==> src/include/memory_to_stream_ctrl_defs.vh <==
// Offsets, fields, reset values and timing counts of the read channel control block
`ifndef MEMORY_TO_STREAM_CTRL_DEFS_VH
`define MEMORY_TO_STREAM_CTRL_DEFS_VH
`define OFF_READ_CTRL 8'h00
`define OFF_READ_STAT 8'h04
`define OFF_WRITE_CTRL 8'h30
`define OFF_IRQ_STATUS 8'h60
`define OFF_IRQ_MASK 8'h64
`define OFF_CONFIG 8'h68
`define BIT_RUN 0
`define BIT_RSVD_ONE 1
`define BIT_SOFT_RESET 2
`define BIT_FIXED_ADDR 3
`define BIT_HALTED 0
`define BIT_IDLE 1
`define BIT_ERROR 4
`define CTRL_RESET 32'h0000_0002
`define STAT_RESET 32'h0000_0001
`define IRQ_HALTED 0
`define IRQ_STARTED 1
`define IRQ_ERROR 2
`define IRQ_RESET_DONE 3
`define IRQ_WIDTH 4
`define CFG_DIRECT 0
`define CFG_MULTI 1
`define BURST_INCR 2'h1
`define BURST_FIXED 2'h0
`define RESET_HOLD_NS 64
`define CLK_PERIOD_NS 8
`define RESET_HOLD_CYCLES ((`RESET_HOLD_NS + `CLK_PERIOD_NS - 1) / `CLK_PERIOD_NS)
`endif

==> src/hdl/reset_sequencer.v <==
// Graceful engine-wide soft reset sequencer
`timescale 1ns/1ps
`include "memory_to_stream_ctrl_defs.vh"
module reset_sequencer
(
  // Clock and reset
  input wire clk,
  input wire rst_b,
  // Request and engine state
  input wire request,
  input wire engineIdle,
  // Sequence outputs
  output reg inProgress,
  output reg engineReset,
  output reg done
);
  localparam S_IDLE = 2'd0;
  localparam S_DRAIN = 2'd1;
  localparam S_HOLD = 2'd2;
  localparam integer HOLD_LAST = `RESET_HOLD_CYCLES - 1;
  reg [1:0] state;
  reg [3:0] holdCount;
  always @(posedge clk)
  begin
    if (!rst_b)
    begin
      state <= S_IDLE;
      holdCount <= 4'h0;
      inProgress <= 1'b0;
      engineReset <= 1'b0;
      done <= 1'b0;
    end
    else
    begin
      done <= 1'b0;
      case (state)
        S_IDLE:
        begin
          if (request)
          begin
            state <= S_DRAIN;
            inProgress <= 1'b1;
          end
        end
        S_DRAIN:
        begin
          if (engineIdle)
          begin
            state <= S_HOLD;
            engineReset <= 1'b1;
            holdCount <= 4'h0;
          end
        end
        S_HOLD:
        begin
          if (holdCount == HOLD_LAST[3:0])
          begin
            state <= S_IDLE;
            engineReset <= 1'b0;
            inProgress <= 1'b0;
            done <= 1'b1;
          end
          else
          begin
            holdCount <= holdCount + 4'h1;
          end
        end
        default:
        begin
          state <= S_IDLE;
        end
      endcase
    end
  end
endmodule

==> src/hdl/memory_to_stream_channel_control.v <==
// Read channel control bits 0 to 3 with register slave, halt and soft reset
`timescale 1ns/1ps
`include "memory_to_stream_ctrl_defs.vh"
// Overview of operation
// - Clearing run stops new work; halt only after current operation ends.
// - Chained mode: finish commands, may cut stream, write back descriptors first.
// - Direct mode: finish commands and transfers; stream may end early.
// - Halted status flag reads 1 once the engine has come to rest.
// - Any detected error clears run by hardware.
// - Writing run 1 starts work; halted drops to 0 when work begins.
// - Control bit 1 ignores writes and always reads 1.
// - Writing 1 to bit 2 starts a graceful soft reset.
// - Soft reset from either channel control resets the whole engine.
// - After soft reset all registers hold their reset values; the interrupt status then has the reset-done bit set.
// - Soft reset bit reads 1 during reset, 0 otherwise.
// - Fixed-address bit set makes reads use fixed AXI4 bursts.
// - Fixed-address bit is ignored in multichannel or direct mode.
// - Read channel control sits at offset zero in both modes.
module memory_to_stream_channel_control
(
  // Clock and reset
  input wire clk,
  input wire rst_b,
  // Avalon-MM slave
  input wire [7:0] address,
  input wire read,
  input wire write,
  input wire [31:0] writedata,
  input wire [3:0] byteenable,
  output reg [31:0] readdata,
  output wire waitrequest,
  // Engine data path
  input wire engineBusy,
  input wire descUpdatePending,
  input wire errorDetected,
  input wire writeChanReset,
  output reg runEnable,
  output reg flushRequest,
  output reg [1:0] readBurstType,
  output reg engineReset,
  // Interrupt
  output reg irq
);
  reg readRun;
  reg fixedAddr;
  reg halted;
  reg errorFlag;
  reg [31:0] writeCtrl;
  reg [`IRQ_WIDTH-1:0] irqStatus;
  reg [`IRQ_WIDTH-1:0] irqMask;
  reg directMode;
  reg multiChannel;
  reg ackPending;
  wire rstInProgress;
  wire rstPulse;
  wire rstDone;
  wire softReset;
  wire engineIdle;
  wire wrCycle;
  wire [31:0] wdata;
  reg [`IRQ_WIDTH-1:0] irqEvents;
  reg next_readRun;
  wire drainDone;
  wire [31:0] laneBits;
  localparam [31:0] CTRL_DEFAULT = `CTRL_RESET;

  function [31:0] laneMask;
    input [3:0] be;
    begin
      laneMask = {{8{be[3]}}, {8{be[2]}}, {8{be[1]}}, {8{be[0]}}};
    end
  endfunction

  // One wait state per access; the answer is registered
  assign waitrequest = (read | write) & ~ackPending;
  assign wrCycle = write & ackPending;
  assign wdata = writedata & laneMask(byteenable);
  assign engineIdle = ~engineBusy & ~descUpdatePending;
  assign laneBits = laneMask(byteenable);
  // Idle only counts once the data path can no longer start new work
  assign drainDone = engineIdle & ~runEnable;
  assign softReset = (wrCycle && address == `OFF_READ_CTRL && byteenable[0]
      && writedata[`BIT_SOFT_RESET])
    || (wrCycle && address == `OFF_WRITE_CTRL && byteenable[0]
      && writedata[`BIT_SOFT_RESET])
    || writeChanReset;

  reset_sequencer seq
  (
    .clk(clk),
    .rst_b(rst_b),
    .request(softReset),
    .engineIdle(drainDone),
    .inProgress(rstInProgress),
    .engineReset(rstPulse),
    .done(rstDone)
  );

  always @(posedge clk)
  begin
    if (!rst_b)
    begin
      ackPending <= 1'b0;
    end
    else
    begin
      ackPending <= (read | write) & ~ackPending;
    end
  end

  always @*
  begin
    irqEvents = {`IRQ_WIDTH{1'b0}};
    irqEvents[`IRQ_HALTED] = ~halted & ~readRun & engineIdle;
    irqEvents[`IRQ_STARTED] = halted & readRun & ~rstInProgress;
    irqEvents[`IRQ_ERROR] = errorDetected;
    irqEvents[`IRQ_RESET_DONE] = rstDone;
  end

  // Run bit after this edge; data path follows it without a cycle of lag
  always @*
  begin
    next_readRun = readRun;
    if (wrCycle && address == `OFF_READ_CTRL && byteenable[0])
    begin
      next_readRun = writedata[`BIT_RUN];
    end
    // error forces stop, even over a write
    if (errorDetected)
    begin
      next_readRun = 1'b0;
    end
  end

  // Control and status registers
  always @(posedge clk)
  begin
    if (!rst_b || rstPulse)
    begin
      readRun <= CTRL_DEFAULT[`BIT_RUN];
      fixedAddr <= 1'b0;
      halted <= 1'b1;
      errorFlag <= 1'b0;
      writeCtrl <= `CTRL_RESET;
      directMode <= 1'b0;
      multiChannel <= 1'b0;
    end
    else
    begin
      readRun <= next_readRun;
      if (wrCycle && address == `OFF_READ_CTRL && byteenable[0])
      begin
        fixedAddr <= writedata[`BIT_FIXED_ADDR];
      end
      if (errorDetected)
      begin
        errorFlag <= 1'b1;
      end
      if (wrCycle && address == `OFF_WRITE_CTRL)
      begin
        writeCtrl <= (writeCtrl & ~laneMask(byteenable)) | wdata;
      end
      if (wrCycle && address == `OFF_CONFIG && byteenable[0])
      begin
        directMode <= writedata[`CFG_DIRECT];
        multiChannel <= writedata[`CFG_MULTI];
      end
      if (!readRun && engineIdle)
      begin
        halted <= 1'b1;
      end
      else if (readRun && !rstInProgress)
      begin
        halted <= 1'b0;
      end
    end
  end

  // Interrupt status and mask
  always @(posedge clk)
  begin
    if (!rst_b || rstPulse)
    begin
      irqStatus <= {`IRQ_WIDTH{1'b0}};
      irqMask <= {`IRQ_WIDTH{1'b0}};
      irq <= 1'b0;
    end
    else
    begin
      // Set wins over a simultaneous clear
      if (wrCycle && address == `OFF_IRQ_STATUS)
      begin
        irqStatus <= (irqStatus & ~wdata[`IRQ_WIDTH-1:0]) | irqEvents;
      end
      else
      begin
        irqStatus <= irqStatus | irqEvents;
      end
      if (wrCycle && address == `OFF_IRQ_MASK)
      begin
        irqMask <= (irqMask & ~laneBits[`IRQ_WIDTH-1:0]) | wdata[`IRQ_WIDTH-1:0];
      end
      irq <= |(irqStatus & irqMask);
    end
  end

  // Data path steering
  always @(posedge clk)
  begin
    if (!rst_b)
    begin
      runEnable <= 1'b0;
      flushRequest <= 1'b0;
      readBurstType <= `BURST_INCR;
      engineReset <= 1'b0;
    end
    else
    begin
      runEnable <= next_readRun & ~softReset & ~rstInProgress & ~rstPulse;
      // flush pending; stream may be cut
      flushRequest <= (~readRun | rstInProgress) & ~halted;
      // fixed bursts only where it applies
      readBurstType <= (fixedAddr && !directMode && !multiChannel) ? `BURST_FIXED
        : `BURST_INCR;
      engineReset <= rstPulse;
    end
  end

  // Register read mux
  always @(posedge clk)
  begin
    if (!rst_b)
    begin
      readdata <= 32'h0000_0000;
    end
    else if (read && !ackPending)
    begin
      case (address)
        `OFF_READ_CTRL:
        begin
          readdata <= 32'h0000_0000;
          readdata[`BIT_RUN] <= readRun;
          readdata[`BIT_RSVD_ONE] <= 1'b1;
          readdata[`BIT_SOFT_RESET] <= rstInProgress;
          readdata[`BIT_FIXED_ADDR] <= fixedAddr;
        end
        `OFF_READ_STAT:
        begin
          readdata <= 32'h0000_0000;
          readdata[`BIT_HALTED] <= halted;
          readdata[`BIT_IDLE] <= engineIdle;
          readdata[`BIT_ERROR] <= errorFlag;
        end
        `OFF_WRITE_CTRL:
          readdata <= (writeCtrl & ~32'h0000_0004) | {29'h0, rstInProgress, 2'h2};
        `OFF_IRQ_STATUS:
          readdata <= {{(32-`IRQ_WIDTH){1'b0}}, irqStatus};
        `OFF_IRQ_MASK:
          readdata <= {{(32-`IRQ_WIDTH){1'b0}}, irqMask};
        `OFF_CONFIG:
          readdata <= {30'h0, multiChannel, directMode};
        default:
          readdata <= 32'h0000_0000;
      endcase
    end
  end
endmodule

==> config.mk <==
export PLATFORM = sky130hd
export DESIGN_NAME = memory_to_stream_channel_control
export DESIGN_NICKNAME = d
export VERILOG_FILES = /design/src/hdl/reset_sequencer.v /design/src/hdl/memory_to_stream_channel_control.v
export VERILOG_INCLUDE_DIRS = /design/src /design/src/include
export SDC_FILE = /design/constraint.sdc
export NUM_CORES = 1
export LEC_CHECK = 0
export ABC_AREA = 1
export ABC_CLOCK_PERIOD_IN_PS = 1100
export CORE_MARGIN = 1.5
export CORE_UTILIZATION = 25
export CTS_CLUSTER_SIZE = 14
export DETAILED_ROUTE_END_ITERATION = 10
export DONT_BUFFER_PORTS = 1
export PLACE_DENSITY = 0.41
export SETUP_SLACK_MARGIN = 0.5
export SYNTH_ARGS = -nofsm -noshare
export SYNTH_HDL_FRONTEND = slang
export SYNTH_SLANG_ARGS = --single-unit
==> constraint.sdc <==
create_clock -name clk -period 1.1 [get_ports clk]
set_input_delay 0.22 -clock clk [delete_from_list [all_inputs] [get_ports clk]]
set_output_delay 0.22 -clock clk [all_outputs]
set_load 0.05 [all_outputs]
==> run_results.csv <==
group,metric,value,unit
yosys,synth.distinct_cells,27,
critical_path,path_delay_family,"flip-flops",
critical_path,cp_cell_sequence,"buf_6 -> nor2_4 -> buf_12",
critical_path,slowest_delay,350,ps
layout,postLayoutCellArea,0.00572,mm2
place,preCtsSetupSlack,-236,ps
route,wirelength,12.0,mm
yosys,yosysTopAreaCell,"dfxtp_1",
die,start_util,25.9,%
clock_network,cts_buffers,9,
critical_path,critPathRequiredTime,880,ps
sta,period_share,116,%
route,drc,0,
pwr,vdd_drop_max,0.650,mV
layout,final_util,40.9,%
clock_network,htree_levels,3,
clock_network,clockRootBuffer,"clkbuf_16",
min_path,hold_class,"in -> reg",
global_routing,grt_use_met2,25.9,%
yosys,netlist_top_cells_area,"dfxtp_1 50%, nand2_1 12%, a21oi_1 10%",
global_routing,grt-ovfl-total,0,
critical_path,crit_type,"reg -> out",
yosys,syn_area_per_cell,7.49,um2
yosys,synth_top_area_share,50.3,%
critical_path,cp_slowest_cell,"dfxtp_4",
global_routing,grt_util_met3,6.23,%
yosys,synth_flop_cell,"dfxtp_1",
yosys,yosysWarningCount,0,
sta,slew_headroom,67.3,%
critical_path,timing.critical_path.buf_inv,2,
critical_path,worst-path-max-fanout,4,
yosys,synthCells,483,
die,die_x,123,um
place,io_buffer_count,0,
yosys,yosys_register_bits,91,
clock_network,cts_sinks,91,
global_routing,antenna_found_initial,0,
global_routing,grt_pass1_vias,3414,
layout,area_growth_syn_to_layout,58.1,%
global_routing,grt_usage,16.2,%
yosys,yosysMostFrequentCell,"nand2_1",
die,die_h,123,um
layout,drive_above_1_share,48.1,%
global_routing,grt_max_degree,36,
route,routedWlPerCell,16.4,um
critical_path,cp-end-kind,"output port",
clock_network,clkTransAtPathRegs,70,ps
clock_network,clock_path_buffers,2,
global_routing,grt_busiest_layer,"met2",
clock_network,tritoncts,"done",
yosys,synthesis.area,0.00362,mm2
critical_path,crit_path_start_kind,"flip-flop",
sta,fmax,785,MHz
sta,worstMarginPinSlew,485,ps
yosys,seq_area_frac_synth,50.3,%
route,num_vias,3415,
die,ios,91,
global_routing,grtUsageMet1,20.4,%
die,fp.coreArea,0.0140,mm2
job,drv_cap,0,
yosys,synthesis.nets,536,
yosys,synth_edf_count,0,
layout,final_net_count,595,
outcome,outcome,"finished with violations",
sta,layout_setup_ws,-175,ps
sta,drv_slew,0,
die,fp.dieArea,0.0152,mm2
critical_path,arrival,1050,ps
yosys,synth-async-reset-ratio,0,%
route,viasPerCell,4.70,
route,firstDrtPassIters,4,
pwr,p_leak,2.03,nW
sta,setup_viol,78,
place,routabilityCongestion,0.819,
die,rows,43,
place,dpl-instance-area,0.00442,mm2
layout,antennaDiodeCount,0,
sta,clock_skew,7.12,ps
route,drt_iter0_markers,128,
pwr,p_per_area,1330,mW/mm2
sta,hold_viol,8,
sta,min_period,1270,ps
sta,whs,-25.5,ps
sta,tns,-7790,ps
route,ant_nets,0,
outcome,violations,"hold timing, setup timing",
yosys,synth_commonest_cells,"111 x nand2_1, 91 x dfxtp_1, 75 x a21oi_1, 49 x o21ai_0, 38 x nand3_1",
place,dpl.hpwl,7.49,mm
sta,rsz0062_at_grt,"true",
clock_network,clk_latency,350,ps
global_routing,grt_first_pass_wirelength,18.3,mm
-- worst reg2reg max path: stages, from the launching register on --
cell and delay, ps:
dfxtp_4 350, buf_4 140, nor2_4 130, buf_6 160, buf_6 110, buf_12 110, o21ai_1 60, a21oi_1 130
-- cell type report --
cell class                 instances  area (um2)
clock buffer                       9         225
clock inverter                     7        43.8
fill                            1435        8270
inverter                          38         186
multi-input combinational        333        2140
sequential                        91        1980
tap                              180         225
timing repair buffer              69         917
-- report_power, final --
part           leakage [nW]  switching, mW  internal, mW  total (mW)
logic                  1.12          0.509         0.511        1.02
clock network         0.133           1.35          1.52        2.87
registers             0.770          0.354          3.38        3.74
-- cell usage in the layout, fill, tap and decap left out, types with 2 or more instances in the layout --
cell | Yosys | routed
nor2_1 | 36 | 22
buf_4 | 1 | 30
a21oi_1 | 75 | 48
inv_1 | 35 | 20
clkinv_2 | 2 | 4
nand2_1 | 111 | 85
nand3_4 | 0 | 4
buf_12 | 0 | 10
nand3_2 | 0 | 9
nor2_4 | 3 | 14
inv_2 | 1 | 10
nand3_1 | 38 | 25
nor3_1 | 5 | 2
nor2_2 | 0 | 4
buf_16 | 0 | 8
o21ai_1 | 0 | 20
nand2_4 | 1 | 6
buf_6 | 2 | 17
buf_8 | 0 | 2
clkbuf_16 | 0 | 11
clkinv_4 | 0 | 3
dfxtp_2 | 0 | 9
nand4_1 | 4 | 4
dfxtp_1 | 91 | 43
dfxtp_4 | 0 | 39
a21oi_2 | 0 | 27
nand2_8 | 0 | 7
o21ai_0 | 49 | 11
inv_4 | 0 | 2
nand2_2 | 0 | 14
o21ai_2 | 0 | 18
nor3_2 | 1 | 4
inv_8 | 0 | 2
-- worst paths after layout --
kind | start | end | slack, ps | depth (start not counted)
min | rst_b | readBurstType[0] | -30 | 1
min reg2reg | flip-flop | readdata[29] | 450 | 2
max reg2reg | ackPending | readdata[12] | -170 | 7
max | ackPending | waitrequest | -170 | 3
-- metal layers --
metal	vias to the layer above	part of all wire, %
met5	-	0
met4	0	1.1
met3	13	7.2
met2	75	48
met1	1594	43
li1	1733	-
-- logic make-up (layout without fill, tap and decap cells) --
group	count (synthesis)	count (layout)	share of synthesized area (%)
AO/OA/AOI/OAI	128	128	18.0
buffers and inverters	60	123	6.88
flip-flops	91	91	50.3
adder cells (fa/ha/maj)	1	1	0.346
other	1	1	0.104
AND/OR/NAND/NOR	202	203	24.3
-- through the flow --
stage / std cells / total power [mW]
6_report: 727 / 7.63
2_1_floorplan: 483 / 4.22
3_5_place_dp: 675 / 4.40
3_3_place_gp: 675 / 4.40
4_1_cts: 721 / 7.64
5_1_grt: 727 / 8.00
-- timing repair --
action,in CTS,in global routing
endpoints found under the hold margin,4,18
endpoints found under the setup margin,127,129
setup buffers,21,4
pin swaps,29,28
resized for setup,99,68
cloned,9,2
Note: power is estimated with default switching activity, not from simulation.
